[config.mk]
export PLATFORM = sky130hd
export DESIGN_NAME = wrf_top
export DESIGN_NICKNAME = d
export VERILOG_FILES = /design/src/hdl/wrf_pkg.sv /design/src/hdl/wrf_top.sv
export SDC_FILE = /design/constraint.sdc
export NUM_CORES = 1
export LEC_CHECK = 0
export ABC_CLOCK_PERIOD_IN_PS = 3300
export BUFFER_PORTS_ARGS = -buffer_cell sky130_fd_sc_hd__buf_2
export CORE_ASPECT_RATIO = 0.5
export CORE_MARGIN = 8
export CORE_UTILIZATION = 60
export CTS_BUF_LIST = sky130_fd_sc_hd__clkbuf_16
export DETAILED_ROUTE_END_ITERATION = 8
export GPL_TIMING_DRIVEN = 0
export PLACE_DENSITY = 0.8
export SETUP_SLACK_MARGIN = 0.5
export SKIP_CTS_REPAIR_TIMING = 1
export SLEW_MARGIN = 10
export SYNTH_ARGS = -nofsm -noshare
export SYNTH_HDL_FRONTEND = slang
export SYNTH_SLANG_ARGS = --single-unit
[constraint.sdc]
create_clock -name i_clk -period 3.3 [get_ports i_clk]
set_input_delay 0.66 -clock i_clk [delete_from_list [all_inputs] [get_ports i_clk]]
set_output_delay 0.66 -clock i_clk [all_outputs]
set_load 0.005 [all_outputs]
[src/hdl/wrf_pkg.sv]
// constants for the watchdog timer and reset-cause flags block
package wrf_pkg;
   // register indices on the byte-wide register port
   localparam int ADDR_W = 2;
   localparam logic [ADDR_W-1:0] A_STATUS = 2'h0;
   localparam logic [ADDR_W-1:0] A_CTRL = 2'h1;

   // control register bit positions
   localparam int B_TIF = 7;
   localparam int B_TIE = 6;
   localparam int B_P3 = 5;
   localparam int B_CE = 4;
   localparam int B_WEN = 3;
   localparam int B_P2 = 2;
   localparam int B_P0 = 0;

   // status register bit positions
   localparam int B_WDOG = 3;
   localparam int B_BOD = 2;
   localparam int B_PIN = 1;
   localparam int B_POR = 0;

   // timing
   localparam int OSC_KHZ = 128;
   localparam int CE_CYC = 4;
   localparam logic [2:0] CE_LOAD = 3'(CE_CYC - 1);
   localparam int CNT_W = 20;
   localparam logic [CNT_W-1:0] CNT_BASE = 20'h0_0800;
   localparam logic [CNT_W-1:0] CNT_ONE = 20'h0_0001;
   localparam logic [3:0] PER_MAX = 4'h9;
   localparam logic [3:0] PER_RST = 4'h0;
   localparam int DLY_W = 16;
   localparam logic [DLY_W-1:0] DLY_ONE = 16'h0001;

   typedef enum logic [3:0] {
      ST_RUN = 4'h1,
      ST_PULSE = 4'h2,
      ST_HOLD = 4'h4,
      ST_DELAY = 4'h8
   } wrf_st_e;

   typedef struct packed {
      wrf_st_e st;
      logic [CNT_W-1:0] cnt;
      logic [DLY_W-1:0] dly;
      logic [3:0] per;
      logic [2:0] ce_cnt;
      logic ce;
      logic wen;
      logic tie;
      logic tif;
      logic wdog_flag;
      logic bod_flag;
      logic pin_flag;
      logic por_flag;
      logic [7:0] rdata;
      logic irq;
      logic wdt_pulse;
      logic core_rst_n;
   } wrf_state_s;
endpackage : wrf_pkg

[src/hdl/wrf_top.sv]
// watchdog timer with change-enable protection and reset-cause flags
// Functional notes
// watchdog counts ticks of its own 128 kHz oscillator, not core clocks.
// count clears on restart instruction, on disable and on any chip reset.
// expiry in reset mode resets the chip; core restarts from reset vector.
// watchdog reset is a one-cycle pulse; start-up delay begins as it falls.
// fuse picks level 1 (off, timed disable) or level 2 (always on).
// interrupt flag sets on time-out in interrupt mode; clears on vector or write one.
// interrupt runs only with global and watchdog interrupt enables both set; with enable set, the request is held after the time-out clears irq-enable.
// enable/irq-enable pair selects stopped, interrupt, reset or interrupt then reset.
// with enable set, a time-out clears irq-enable so the next one resets.
// change-enable clears itself four cycles after being written one.
// clearing enable is accepted only while change-enable is one.
// software writes change-enable and enable as one, then enable zero within four.
// at level 2, period changes are ignored without an open change window.
// at level 2 the watchdog never disables and enable reads one.
// at level 1 the watchdog-reset flag forces enable to one.
// four-bit period on bits 5,2..0; codes 0..9 give 2048..1048576 ticks.
// watchdog, brown-out, pin flags set by their source; clear by POR or write zero.
// power-on flag set by POR; only a software zero write clears it.
// brown-out asserts reset at once; release waits for the start-up delay.
// software not using the watchdog clears its flag and enable at start.
// level 2 period change: open window, then write period with change-enable low.
// oscillator ticks and requests cross into the core clock without loss or repeat.
// reserved period codes are not taken; the previous period stays in force.
`timescale 1ns/10ps
module wrf_top
   import wrf_pkg::*;
#(
   parameter logic [DLY_W-1:0] STARTUP_CYC = 16'h0040
) (
   // clock and power-on reset
   input wire logic i_clk,
   input wire logic i_rstn,
   // watchdog oscillator tick, one core cycle per oscillator period
   input wire logic i_osc_tick,
   // fuse, high when programmed (safety level 2)
   input wire logic i_safety_level_fuse,
   // core events
   input wire logic i_restart_instruction,
   input wire logic i_irq_ack,
   input wire logic i_global_irq_en,
   // other reset sources
   input wire logic i_pin_rst,
   input wire logic i_bod_en,
   input wire logic i_bod_low,
   // register port
   input wire logic [ADDR_W-1:0] i_addr,
   input wire logic [7:0] i_wdata,
   input wire logic i_wr,
   input wire logic i_rd,
   output logic [7:0] o_rdata,
   // results
   output logic o_irq,
   output logic o_wdt_rst_pulse,
   output logic o_core_rst_n
);

   wrf_state_s s_r;
   wrf_state_s s_nxt;

   logic wen_eff;
   logic running;
   logic timeout;
   logic wr_ctrl;
   logic wr_stat;
   logic src_rst;
   logic [3:0] per_wr;
   logic [CNT_W-1:0] lim;

   // level 2 and a pending watchdog-reset flag both override the stored bit
   assign wen_eff = s_r.wen | i_safety_level_fuse | s_r.wdog_flag;
   assign running = wen_eff | s_r.tie;
   assign lim = (CNT_BASE << s_r.per) - CNT_ONE;
   // the tick is a one-cycle pulse already in the core domain, so each
   // oscillator period advances the count exactly once
   assign timeout = running && i_osc_tick && (s_r.cnt == lim)
      && (s_r.st == ST_RUN);
   assign wr_ctrl = i_wr && (i_addr == A_CTRL);
   assign wr_stat = i_wr && (i_addr == A_STATUS);
   assign src_rst = i_pin_rst || (i_bod_en && i_bod_low);
   assign per_wr = {i_wdata[B_P3], i_wdata[B_P2:B_P0]};

   always_comb begin
      s_nxt = s_r;
      s_nxt.rdata = 8'h00;
      s_nxt.wdt_pulse = 1'b0;

      // change window closes by itself
      if (s_r.ce) begin
         if (s_r.ce_cnt == 3'h0) begin
            s_nxt.ce = 1'b0;
         end else begin
            s_nxt.ce_cnt = s_r.ce_cnt - 3'h1;
         end
      end

      if (wr_ctrl) begin
         if (i_wdata[B_TIF]) begin
            s_nxt.tif = 1'b0;
         end
         s_nxt.tie = i_wdata[B_TIE];
         if (i_wdata[B_WEN]) begin
            s_nxt.wen = 1'b1;
         end else if (s_r.ce && !i_safety_level_fuse) begin
            s_nxt.wen = 1'b0;
         end
         // level 1 may retune freely; level 2 needs the window
         if ((per_wr <= PER_MAX) && (!i_safety_level_fuse || s_r.ce)) begin
            s_nxt.per = per_wr;
         end
         if (i_wdata[B_CE] && i_wdata[B_WEN]) begin
            s_nxt.ce = 1'b1;
            s_nxt.ce_cnt = CE_LOAD;
         end
      end

      if (wr_stat) begin
         // a written one leaves a flag alone, a zero clears it
         s_nxt.wdog_flag = s_r.wdog_flag & i_wdata[B_WDOG];
         s_nxt.bod_flag = s_r.bod_flag & i_wdata[B_BOD];
         s_nxt.pin_flag = s_r.pin_flag & i_wdata[B_PIN];
         s_nxt.por_flag = s_r.por_flag & i_wdata[B_POR];
      end

      if (i_irq_ack) begin
         s_nxt.tif = 1'b0;
      end

      // counter
      if (!running || i_restart_instruction) begin
         s_nxt.cnt = '0;
      end else if (i_osc_tick) begin
         if (s_r.cnt == lim) begin
            s_nxt.cnt = '0;
         end else begin
            s_nxt.cnt = s_r.cnt + CNT_ONE;
         end
      end

      // time-out action; hardware sets win over same-cycle clears
      if (timeout) begin
         if (s_r.tie) begin
            s_nxt.tif = 1'b1;
            if (wen_eff) begin
               s_nxt.tie = 1'b0;
            end
         end else begin
            s_nxt.wdt_pulse = 1'b1;
            s_nxt.wdog_flag = 1'b1;
         end
      end

      // reset sequencer
      case (s_r.st)
         ST_RUN: begin
            if (timeout && !s_r.tie) begin
               s_nxt.st = ST_PULSE;
               s_nxt.core_rst_n = 1'b0;
            end
         end
         ST_PULSE: begin
            // delay counts from the falling edge of the one-cycle pulse
            s_nxt.st = ST_DELAY;
            s_nxt.dly = '0;
         end
         ST_HOLD: begin
            if (!src_rst) begin
               s_nxt.st = ST_DELAY;
               s_nxt.dly = '0;
            end
         end
         ST_DELAY: begin
            if (s_r.dly == STARTUP_CYC - DLY_ONE) begin
               s_nxt.st = ST_RUN;
               s_nxt.core_rst_n = 1'b1;
            end else begin
               s_nxt.dly = s_r.dly + DLY_ONE;
            end
         end
         default: begin
            s_nxt.st = ST_DELAY;
            s_nxt.dly = '0;
         end
      endcase

      // external sources take over at once from any state
      if (src_rst) begin
         s_nxt.st = ST_HOLD;
         s_nxt.core_rst_n = 1'b0;
         s_nxt.dly = '0;
         if (i_pin_rst) begin
            s_nxt.pin_flag = 1'b1;
         end
         if (i_bod_en && i_bod_low) begin
            s_nxt.bod_flag = 1'b1;
         end
      end

      // chip reset returns control to its initial state; reset-cause flags survive
      if (s_nxt.st != ST_RUN) begin
         s_nxt.cnt = '0;
         s_nxt.wen = 1'b0;
         s_nxt.tie = 1'b0;
         s_nxt.tif = 1'b0;
         s_nxt.ce = 1'b0;
         s_nxt.ce_cnt = 3'h0;
         s_nxt.per = PER_RST;
      end

      if (i_rd) begin
         case (i_addr)
            A_STATUS: begin
               s_nxt.rdata[B_WDOG] = s_r.wdog_flag;
               s_nxt.rdata[B_BOD] = s_r.bod_flag;
               s_nxt.rdata[B_PIN] = s_r.pin_flag;
               s_nxt.rdata[B_POR] = s_r.por_flag;
            end
            A_CTRL: begin
               s_nxt.rdata[B_TIF] = s_r.tif;
               s_nxt.rdata[B_TIE] = s_r.tie;
               s_nxt.rdata[B_P3] = s_r.per[3];
               s_nxt.rdata[B_CE] = s_r.ce;
               s_nxt.rdata[B_WEN] = wen_eff;
               s_nxt.rdata[B_P2:B_P0] = s_r.per[2:0];
            end
            default: begin
               s_nxt.rdata = 8'h00;
            end
         endcase
      end

      // with both enables set the time-out drops the irq enable, so the request
      // it raises is held until the flag clears, the global enable drops or the watchdog is disabled
      s_nxt.irq = s_nxt.tif && i_global_irq_en && (s_nxt.st == ST_RUN)
         && (s_nxt.tie || (wen_eff && ((timeout && s_r.tie) || s_r.irq)));
   end

   // power-on reset: the only reset that presets the power-on flag
   always_ff @(posedge i_clk or negedge i_rstn) begin
      if (!i_rstn) begin
         s_r.st <= ST_DELAY;
         s_r.cnt <= '0;
         s_r.dly <= '0;
         s_r.per <= PER_RST;
         s_r.ce_cnt <= 3'h0;
         s_r.ce <= 1'b0;
         s_r.wen <= 1'b0;
         s_r.tie <= 1'b0;
         s_r.tif <= 1'b0;
         s_r.wdog_flag <= 1'b0;
         s_r.bod_flag <= 1'b0;
         s_r.pin_flag <= 1'b0;
         s_r.por_flag <= 1'b1;
         s_r.rdata <= 8'h00;
         s_r.irq <= 1'b0;
         s_r.wdt_pulse <= 1'b0;
         s_r.core_rst_n <= 1'b0;
      end else begin
         s_r <= s_nxt;
      end
   end

   assign o_rdata = s_r.rdata;
   assign o_irq = s_r.irq;
   assign o_wdt_rst_pulse = s_r.wdt_pulse;
   assign o_core_rst_n = s_r.core_rst_n;
endmodule : wrf_top

Word level (Yosys, flattened, before mapping)
Index checks and enable logic that the tools add are counted.
{"block": "op_classes", "bitwise": 7, "mux": 39, "n_eq_ne": 11, "n_lt_le_gt_ge": 1, "shift": 1, "div": 0, "n_reduce_logical": 34, "addsub": 4, "n_mul": 0}
{"op": "$mux W20", "count": 4}
{"op": "$mux W16", "count": 2}
{"op": "$mux W4", "count": 8}
{"op": "$pmux W16 S2", "count": 1}
{"op": "$mux W11", "count": 2}
{"op": "$add A20 B1 Y20 const B", "count": 1}
{"op": "$eq A20 B20 Y1", "count": 1}
{"op": "$shl A12 B4 Y20 const A", "count": 1}
{"op": "$sub A20 B1 Y20 const B", "count": 1}
{"op": "$add A16 B1 Y16 const B", "count": 1}
{"op": "$eq A16 B6 Y1 const B", "count": 1}
{"op": "$pmux W4 S2", "count": 2}
{"op": "$logic_and A1 B1 Y1", "count": 15}
{"op": "$mux W1", "count": 14}
{"op": "$reduce_bool A3 Y1", "count": 3}
{"op": "$eq A4 B1 Y1 const B", "count": 2}
{"op": "$mux W8", "count": 1}
{"op": "$mux W3", "count": 2}
{"op": "$ne A3 B3 Y1 const B", "count": 2}
{"op": "$reduce_and A2 Y1", "count": 3}
{"op": "$logic_or A1 B1 Y1", "count": 5}
{"op": "$and A1 B1 Y1", "count": 4}
{"op": "$eq A4 B4 Y1 const B", "count": 1}
{"op": "$le A4 B4 Y1 const B", "count": 1}
{"op": "other kinds (13)", "count": 19}
{"block": "totals", "memories": 0, "regBits": 66, "mem_bits_ro": 0, "latchBits": 0, "wordCells": 114, "inputBits": 22, "ram_bits": 0, "out_inout_bits": 11}

Longest topological paths before layout
Gate-level depths: netlist of run 1.
{"block": "logic_depth", "depth_word": 15, "ltp_mapped": 14, "mapped_depth_nobuf": 10}

Worst setup path after synthesis of run 1
Ideal clock, no wire load.
{"block": "synth_path", "path_type": "register to register", "startpoint": "register s_r[25] in the netlist's numbering", "endpoint": "register s_r, in the netlist o_core_rst_n", "path_buffers": 4, "required_time_ns": 3.180, "path_stages_with_launch": 13, "setup_slack_ns": 0.570, "arrival_ns": 2.609, "setup_time_ns": 0.120, "synth_period_minus_slack_ns": 2.730, "path_cell_list": "dfrtp_1 buf_6 buf_2 nand3b_1 ha_1 buf_2 nor3b_1 o41ai_1 and4_4 nand3_2 buf_6 or3_1 o211a_1"}
{"block": "synth_between", "elab_chain_len": 8}
{"item": "start: declaration", "line": "wrf_top.sv:59", "text": "wrf_state_s s_r;"}
{"item": "start signal: assignment", "line": "wrf_top.sv:260", "text": "s_r <= s_nxt;"}
{"item": "$shl A12 B4 Y20", "line": "wrf_top.sv:74", "text": "assign lim = (CNT_BASE << s_r.per) - CNT_ONE;"}
{"item": "$sub A20 B1 Y20", "line": "wrf_top.sv:74"}
{"item": "$eq A20 B20 Y1", "line": "wrf_top.sv:77", "text": "assign timeout = running && i_osc_tick && (s_r.cnt == lim)"}
{"item": "$logic_and A1 B1 Y1", "line": "wrf_top.sv:77"}
{"item": "$logic_and A1 B1 Y1", "line": "wrf_top.sv:78", "text": "&& (s_r.st == ST_RUN);"}
{"item": "$logic_and A1 B1 Y1", "line": "wrf_top.sv:157", "text": "if (timeout && !s_r.tie) begin"}
{"item": "$ne A3 B2 Y1 (no line)"}
{"item": "$reduce_and A3 Y1 (no line)"}
No other way between the ends.
A chain may end at the register's enable or synchronous reset.

Final worst setup path of run 1
{"block": "layout_path", "startpoint": "register s_r[24] in the netlist's numbering", "endpoint": "register s_r, in the netlist o_core_rst_n"}
Same word-level chain as after synthesis.

==> impl_metrics.csv, run 1 <==
group,metric,value,unit
cells_and_area,drive_above_1_share,0.212,
synthesis,syn_area,3770,um^2
place,dp_cells,539,
critical_path,r2r-end,"o_core_rst_n$_DFFE_PN0P_",
place,portBuffers,30,
grt,globalRouteTotalUtil,0.200,
synthesis,yosys.area_share.xor_xnor,0.0577,
synthesis,synth-seq-cells,66,
power,p_sw_frac,0.217,
power,power_frac_seq,0.454,
critical_path,cp-start-kind,"register",
clocking,cts_tree,"done",
synthesis,syn_inst,421,
die,start_util,0.621,
min_path,hold_path.class,"input port to async pin",
clocking,path_clk_slew,50,ps
routing,wl_per_cell,15.9,um
sta,timing.final.crit_share,0.869,
power,p_int,1.42,mW
critical_path,path_max_fanout,6,
synthesis,synthMuxAreaShare,0.0186,
sta,finClkSkew,5.23,ps
synthesis,ys_seq_area_frac,0.438,
power,pwr-share-clk,0.506,
grt,grt_pass1_wl,14800,um
synthesis,synth_top_family_by_area,"simple AND/OR/NAND/NOR gates",
cells_and_area,fill_cells,441,
sta,min_period,2870,ps
sta,timing.fmax,0.349,GHz
run_status,outcome,"complete, no violations",
cells_and_area,multi_input_area,1980,um^2
sta,final.setup.tns,0,ps
synthesis,synth_edf_count,0,
routing,totalWireLength,8990,um
power,powerDensity,400,nW/um^2
clocking,cts_buffers,9,
die,die_h,72.1,um
cells_and_area,most-common-layout-cells,"dfrtp_1 (64), nand2_1 (41), nor2_1 (38)",
sta,slew_headroom,0.458,
sta,worst_slack,431,ps
power,p_switching,392,uW
routing,dr.pass1.iters,5,
grt,grt_pass1_vias,3234,
routing,drtIter0Drc,307,
critical_path,cp-end-kind,"register",
grt,grt.overflow.total,0,
sta,worst_pin_slew,813,ps
clocking,cts_root_buffer,"clkbuf_16",
critical_path,crit_end,"o_core_rst_n$_DFFE_PN0P_",
clocking,max-clock-path-buffers,2,
grt,grt_max_degree,67,
synthesis,synthAdderAreaFrac,0.0166,
die,die_w,128,um
critical_path,r2r_slack,430,ps
die,die-area,9240,um^2
synthesis,yosys_warnings,0,
sta,hold_violations,0,
synthesis,synth_compound_area_frac,0.139,
synthesis,synth_simple_gate_area_frac,0.272,
clocking,cts_sinks,66,
die,rows,20,
routing,vias,3354,
synthesis,syn-num-nets,448,
sta,rsz0062_at_grt,"yes",
die,core,6080,um^2
clocking,htreeDepth,3,
run,timing.max_cap.violations,0,
die,ios,33,
critical_path,worstRegToRegCells,11,
cells_and_area,seqCellArea,1650,um^2
grt,antenna_found_initial,0,
cells_and_area,fin_cells,565,
sta,slew_violations,0,
clocking,clock_latency,340,ps
routing,viasPerCell,5.94,
critical_path,worst-endpoint-arrival,3090,ps
cells_and_area,synthToLayoutAreaGrowth,19.8,%
cells_and_area,mostFrequentLayoutCell,"dfrtp_1",
place,place_congestion,0.893,
critical_path,reg2reg_from,"s_r[24]$_DFFE_PN0P_",
critical_path,path_class,"register to register",
synthesis,ys_types,59,
place,dpl_worst_slack,221,ps
place,dpl.hpwl,6080,um
power,p_comb_frac,0.040,
synthesis,synth_area_per_cell,8.97,um^2
synthesis,synth_ff_type,"dfrtp_1",
routing,drcViolationCount,0,
cells_and_area,antenna_cells,0,
power,power.leakage,1.93,nW
routing,drt.antenna.violating_nets,0,
critical_path,required,3530,ps
synthesis,synthArstFlopShare,1.00,
cells_and_area,layout.nets,499,
critical_path,cp-startpoint,"s_r[24]$_DFFE_PN0P_",
power,peakVddDrop,0.000369,V
sta,setup_violations,0,
registers in the layout, summed over array words and instances (netlist names):
signal,flops
s_r,55
o_wdt_rst_pulse,1
o_irq,1
o_core_rst_n,1
o_rdata,8
cell usage after synthesis, types with 11 or more instances:
master     n  area (um^2)
nor3_1    13         65.1
nand3_1   24          120
xnor2_1   17          149
inv_1     13         48.8
a21oi_1   18         90.1
nand2_1   42          158
nor2_1    41          154
o21ai_0   22          110
clkbuf_1  13         48.8
dfrtp_1   64         1600
a31oi_1   11         68.8
or3_1     11         68.8
worst min path at each step:
stage | start | end
6_report | i_rstn | s_r[20]$_DFF_PN0_
3_5_place_dp | s_r[11]$_DFFE_PN1P_ | s_r[11]$_DFFE_PN1P_
2_1_floorplan | i_rstn | o_core_rst_n$_DFFE_PN0P_
3_3_place_gp | s_r[11]$_DFFE_PN1P_ | s_r[11]$_DFFE_PN1P_
5_1_grt | s_r[11]$_DFFE_PN1P_ | s_r[11]$_DFFE_PN1P_
4_1_cts | i_rstn | s_r[37]$_DFFE_PN0P_
worst max-delay path, stage by stage (launching register included):
cell,delay [ps]
dfrtp_1,460
nor2_2,190
nand3b_1,170
ha_4,230
buf_8,130
nor3b_1,140
o41ai_2,330
and4_4,310
nand3_4,100
buf_6,150
or3_4,420
o211a_1,120
power groups by stage:
stage	clock [mW]	sequential [mW]	combinational [mW]
2_1_floorplan	0	0.834	0.0315
3_3_place_gp	0	0.834	0.0699
3_5_place_dp	0	0.835	0.0729
4_1_cts	0.922	0.821	0.0733
5_1_grt	0.957	0.822	0.0821
6_report	0.915	0.822	0.0724
stage by stage:
stage          total power [mW]  hold WS [ps]  instance area (um^2)   util
6_report                   1.81           419                  4520  0.744
5_1_grt                    1.86           475                  4520  0.744
4_1_cts                    1.82           460                  4320  0.711
3_5_place_dp              0.908           452                  4040  0.664
3_3_place_gp              0.904           445                  4040  0.664
2_1_floorplan             0.866           364                  3770      -
area by class of cell:
class                   instances  area share
plain buffers                  31      0.0437
clock buffers                   9      0.0498
clock inverters                 7      0.0136
inverters                      13      0.0108
multi-input cells             311       0.438
flip-flops and latches         66       0.366
well taps                      88      0.0243
repair buffers                 40      0.0542
cells by family after synthesis:
logic type | count (synthesis)
buffers and inverters | 44
XOR/XNOR | 24
flip-flops | 66
adder cells (fa/ha/maj) | 5
AND/OR/NAND/NOR | 195
multiplexers | 7
AO/OA/AOI/OAI | 80
per-layer routing:
metal | share of wire | wire, um | track usage | up-vias
met5 | 0 | 0 | 0 | -
met4 | 0.017 | 149 | 0.0809 | 0
met3 | 0.060 | 544 | 0.0592 | 20
met2 | 0.48 | 4310 | 0.320 | 113
met1 | 0.44 | 3990 | 0.250 | 1626
li1 | - | - | - | 1595
Power figures use the tool's default switching activity.
==> inputs of run 2 (changes only) <==
- BUFFER_PORTS_ARGS: -buffer_cell sky130_fd_sc_hd__buf_2 -> not set
- DONT_BUFFER_PORTS: not set -> 1
- PLACE_DENSITY: 0.8 -> 0.76
==> run 2 against run 1 <==
Effect of this change: count of clock-buffer cells in the layout unchanged; critical path depth grew 1; non-clock buffer count fell by 29; total power fell by 6.4%; sequential power hardly changed; combinational power down 43%; first-iteration DRC count shrank 20%; sequential share of layout area increased by 1.7 points; cell count fell by 5.1%; worst setup slack lost 43 ps; critical endpoint is now o_irq$_DFF_PN0_; largest power group unchanged.
==> impl_metrics.csv, run 2 (synthesis gave the netlist of run 1 again) <==
group,metric,value,unit
routing,wl_per_cell,16.9,um
critical_path,path_common_cell,"buf_6",
sta,slew_violations,0,
power,p_sw_frac,0.217,
routing,viasPerCell,6.03,
clocking,cts_tree,"done",
grt,grt_max_degree,67,
critical_path,worst-endpoint-arrival,3160,ps
routing,drcViolationCount,0,
critical_path,path_max_fanout,7,
critical_path,crit_slowest_cell,"o41ai_2",
power,p_total,1.69,mW
cells_and_area,most-common-layout-cells,"dfrtp_1 (64), nand2_1 (42), nor2_1 (40)",
die,die_h,72.1,um
min_path,hold_path.class,"input port to async pin",
power,peakVddDrop,0.000412,V
critical_path,worstRegToRegCells,12,
sta,rsz0062_at_grt,"yes",
die,rows,20,
power,pwr-share-clk,0.490,
cells_and_area,final_util,0.711,
power,p_int,1.33,mW
clocking,htreeDepth,3,
cells_and_area,antenna_cells,0,
critical_path,path_class,"register to register",
critical_path,r2r-end,"o_irq$_DFF_PN0_",
die,die-area,9240,um^2
sta,holdWs,22.8,ps
power,powerDensity,392,nW/um^2
run,timing.max_cap.violations,0,
sta,timing.final.crit_share,0.882,
critical_path,crit_path_cell_trace,"buf_6, buf_8, nand3b_1, ha_4, buf_6, nor3b_4, o41ai_2, and4_4, nand3_4, buf_6, or3_4, a211oi_2",
die,die_w,128,um
grt,globalRouteTotalUtil,0.193,
critical_path,cp-end-kind,"register",
critical_path,critPathMaxStageDelay,400,ps
die,start_util,0.621,
sta,min_period,2910,ps
place,dpl_cell_area,3880,um^2
power,p_comb_frac,0.024,
sta,finClkSkew,7.76,ps
routing,drtIter0Drc,245,
critical_path,required,3550,ps
sta,timing.fmax,0.343,GHz
clocking,max-clock-path-buffers,2,
critical_path,reg2reg_from,"s_r[25]$_DFFE_PN0P_",
routing,dr.pass1.iters,4,
routing,vias,3233,
grt,grt_pass1_vias,3010,
sta,setup_violations,0,
critical_path,r2r_slack,390,ps
power,p_switching,368,uW
routing,totalWireLength,9050,um
grt,antenna_found_initial,0,
cells_and_area,drive_above_1_share,0.147,
cells_and_area,regMostFlops,"s_r",
routing,drt.antenna.violating_nets,0,
sta,slew_headroom,0.532,
cells_and_area,final_area,4330,um^2
cells_and_area,layout.nets,470,
grt,grt_pass1_wl,14100,um
place,place_congestion,0.853,
sta,hold_violations,0,
cells_and_area,synthToLayoutAreaGrowth,14.6,%
clocking,path_clk_slew,60,ps
clocking,clock_latency,340,ps
clocking,cts_buffers,9,
sta,worst_pin_slew,695,ps
clocking,cts_root_buffer,"clkbuf_16",
die,ios,33,
place,dpl.hpwl,6070,um
clocking,cts_sinks,66,
critical_path,cp-start-kind,"register",
sta,final.setup.tns,0,ps
cells_and_area,mostFrequentLayoutCell,"dfrtp_1",
grt,grt.overflow.total,0,
cells_and_area,largest_reg_flops,55,
power,power_frac_seq,0.485,
run_status,outcome,"complete, no violations",
die,core,6080,um^2
power,power.leakage,1.79,nW
place,portBuffers,0,
[run 2: cell count changes in the layout (fill, tap and decap cells not counted), sizes merged]
cell	change
clkinv	-2
bufinv	-1
inv	+2
clkbuf	-1
buf	-28
clkinvlp	+1
[run 2: power groups by stage]
stage | Combinational [mW] | Clock (mW) | Sequential [mW]
CTS | 0.0411 | 0.840 | 0.822
floorplan | 0.0315 | 0 | 0.834
detailed placement | 0.0404 | 0 | 0.835
global placement | 0.0394 | 0 | 0.835
finish | 0.0414 | 0.830 | 0.822
global route | 0.0461 | 0.883 | 0.822
[run 2: stage by stage]
stage | cells | setup WS [ps]
global route | 536 | 333
finish | 536 | 388
CTS | 525 | 191
global placement | 509 | 269
floorplan | 421 | 570
detailed placement | 509 | 228
[run 2: critical path: cells and delay by family, from the launching register on]
| kind | cells | cell delay [ps] |
|---|---|---|
| AND/OR/NAND/NOR | 5 | 1080 |
| adder cells (fa/ha/maj) | 1 | 210 |
| AO/OA/AOI/OAI | 2 | 640 |
| flip-flops | 1 | 370 |
| buffers and inverters | 4 | 520 |
[run 2: final cells by class]
type	instances	area (um^2)
timing repair buffer	11	95.1
clock buffer	9	225
clock inverter	7	32.5
multi-input combinational	311	1970
fill	468	1760
inverter	13	48.8
buffer	31	190
tap	88	110
sequential	66	1650
[run 2: per-layer routing]
metal	global-route usage	up-vias	share of wire
li1	-	1538	-
met1	0.234	1595	0.43
met2	0.315	86	0.50
met3	0.0731	14	0.056
met4	0.0574	0	0.012
met5	0	-	0
[run 2: how the worst max path moves through the flow]
stage                             start                       end
detailed placement  s_r[25]$_DFFE_PN0P_  o_core_rst_n$_DFFE_PN0P_
global placement    s_r[25]$_DFFE_PN0P_       s_r[25]$_DFFE_PN0P_
global route        s_r[25]$_DFFE_PN0P_           o_irq$_DFF_PN0_
finish              s_r[25]$_DFFE_PN0P_           o_irq$_DFF_PN0_
CTS                 s_r[25]$_DFFE_PN0P_  o_core_rst_n$_DFFE_PN0P_
floorplan           s_r[25]$_DFFE_PN0P_  o_core_rst_n$_DFFE_PN0P_
==> inputs of run 3 (changes only) <==
- REMOVE_ABC_BUFFERS: not set -> 1
- SETUP_SLACK_MARGIN: 0.5 -> 0.05
==> run 3 against run 2 <==
Effect of this change: die area unchanged; critical endpoint unchanged; highest routed layer unchanged; clock power increased by 20%; global-route usage decreased by 0.98 points; register-to-register slack got worse by 110 ps; hold slack got worse by 5.1 ps; sequential share of layout area increased by 2.4 points.
==> impl_metrics.csv, run 3 (synthesis gave the netlist of run 1 again) <==
group,metric,value,unit
run_status,outcome,"complete, no violations",
power,p_sw_frac,0.199,
power,p_switching,367,uW
cells_and_area,largest_reg_flops,55,
clocking,cts_root_buffer,"clkbuf_16",
sta,slew_violations,0,
clocking,clock_latency,340,ps
cells_and_area,multi_input_area,1930,um^2
place,portBuffers,0,
sta,final.setup.tns,0,ps
critical_path,cp-startpoint,"s_r[24]$_DFFE_PN0P_",
critical_path,crit_path_cell_trace,"nor2_1, nand3b_1, ha_2, xnor2_1, a311oi_2, nor2b_1, and4_4, nand3_4, or3_4, a211oi_2",
sta,setup_violations,0,
grt,grt_pass1_vias,2840,
power,p_comb_frac,0.017,
routing,drt.antenna.violating_nets,0,
sta,rsz0062_at_grt,"no",
place,dp_cells,478,
critical_path,crit_slowest_cell,"dfrtp_2",
grt,antenna_found_initial,0,
clocking,max-clock-path-buffers,2,
routing,drcViolationCount,0,
power,power_frac_seq,0.445,
critical_path,required,3550,ps
sta,timing.fmax,0.331,GHz
grt,globalRouteTotalUtil,0.183,
die,die_h,72.1,um
die,die-area,9240,um^2
critical_path,critPathMaxStageDelay,510,ps
die,core,6080,um^2
cells_and_area,antenna_cells,0,
power,powerDensity,453,nW/um^2
run,timing.max_cap.violations,0,
place,dpl.hpwl,5530,um
cells_and_area,synthToLayoutAreaGrowth,8.09,%
power,pwr-share-clk,0.538,
die,start_util,0.621,
cells_and_area,layout.nets,429,
sta,hold_violations,0,
critical_path,cp-start-kind,"register",
place,place_congestion,0.819,
clocking,cts_sinks,66,
power,p_int,1.48,mW
cells_and_area,most-common-layout-cells,"dfrtp_1 (61), nand2_1 (42), nor2_1 (41)",
grt,grt.overflow.total,0,
clocking,path_clk_slew,50,ps
cells_and_area,seqCellArea,1660,um^2
sta,timing.final.crit_share,0.917,
routing,vias,3035,
critical_path,reg2reg_from,"s_r[24]$_DFFE_PN0P_",
cells_and_area,regMostFlops,"s_r",
critical_path,r2r_slack,280,ps
clocking,cts_tree,"done",
sta,slew_headroom,0.467,
sta,worst_pin_slew,789,ps
routing,viasPerCell,6.13,
power,peakVddDrop,0.000334,V
sta,min_period,3020,ps
die,die_w,128,um
cells_and_area,fill_cells,451,
power,power.leakage,1.63,nW
die,ios,33,
clocking,cts_buffers,9,
routing,drtIter0Drc,316,
clocking,htreeDepth,3,
cells_and_area,fin_cells,495,
critical_path,cp-end-kind,"register",
sta,finClkSkew,8.24,ps
die,rows,20,
routing,totalWireLength,8160,um
cells_and_area,mostFrequentLayoutCell,"dfrtp_1",
critical_path,path_max_fanout,20,
critical_path,path_class,"register to register",
cells_and_area,drive_above_1_share,0.0885,
routing,wl_per_cell,16.5,um
routing,dr.pass1.iters,4,
min_path,hold_path.class,"input port to async pin",
grt,grt_pass1_wl,13500,um
critical_path,worst-endpoint-arrival,3270,ps
grt,grt_max_degree,67,
[run 3: cell types whose count changed in the layout (fill, tap and decap cells not counted), moves of 2 or more]
| cell | previous run | this run |
|---|---|---|
| buf_2 | 5 | 0 |
| buf_4 | 19 | 0 |
| buf_6 | 3 | 0 |
| bufinv_16 | 0 | 2 |
| clkbuf_1 | 12 | 0 |
| dfrtp_1 | 64 | 61 |
| dfrtp_2 | 0 | 3 |
| inv_1 | 16 | 14 |
[run 3: path summary, 6_finish.rpt]
kind                                        to  depth (start not counted)
max in group asynchronous    s_r[65]$_DFF_PN1_                          0
max reg2reg                    o_irq$_DFF_PN0_                         10
max                            o_irq$_DFF_PN0_                         10
min                        s_r[39]$_DFFE_PN0P_                          0
min reg2reg                s_r[11]$_DFFE_PN1P_                          1
min in group i_clk         s_r[49]$_DFFE_PN0P_                          1
[run 3: cell type report]
| class | count | share of cell area |
|---|---|---|
| Clock buffer | 9 | 0.0552 |
| Clock inverter | 7 | 0.0209 |
| Inverter | 13 | 0.0120 |
| Multi-Input combinational cell | 311 | 0.474 |
| Sequential cell | 66 | 0.406 |
| Tap cell | 88 | 0.0270 |
| Timing Repair Buffer | 1 | 0.00491 |
[run 3: power groups by stage]
stage	clock network, mW	logic (mW)	registers, mW
after floorplan	0	0.0255	0.835
after global placement	0	0.0312	0.836
after detailed placement	0	0.0319	0.836
after CTS	1.01	0.0321	0.822
after global routing	1.04	0.0361	0.822
final	0.995	0.0321	0.822
[run 3: routing by layer]
metal / vias up / GRT usage / share of wire
li1: 1457 / - / -
met1: 1500 / 0.210 / 0.43
met2: 68 / 0.321 / 0.52
met3: 10 / 0.0651 / 0.041
met4: 0 / 0.0496 / 0.012
met5: - / 0 / 0
[run 3: stage by stage]
| step | area [um^2] | power (mW) | hold slack, ps | util | setup slack (ps) |
|---|---|---|---|---|---|
| global route | 4080 | 1.90 | 4.10 | 0.671 | 121 |
| finish | 4080 | 1.85 | 17.8 | 0.671 | 275 |
| CTS | 4030 | 1.87 | 9.91 | 0.663 | -431 |
| detailed placement | 3720 | 0.868 | 367 | 0.612 | -420 |
| floorplan | 3600 | 0.860 | 364 | - | 80.4 |
| global placement | 3710 | 0.867 | 367 | 0.611 | -594 |
[run 3: worst max-delay path, delay by kind of cell, from the launching register on]
family / cells / cell delay, ps
XOR/XNOR: 1 / 170
AO/OA/AOI/OAI: 2 / 530
AND/OR/NAND/NOR: 6 / 1420
adder cells (fa/ha/maj): 1 / 290
flip-flops: 1 / 510
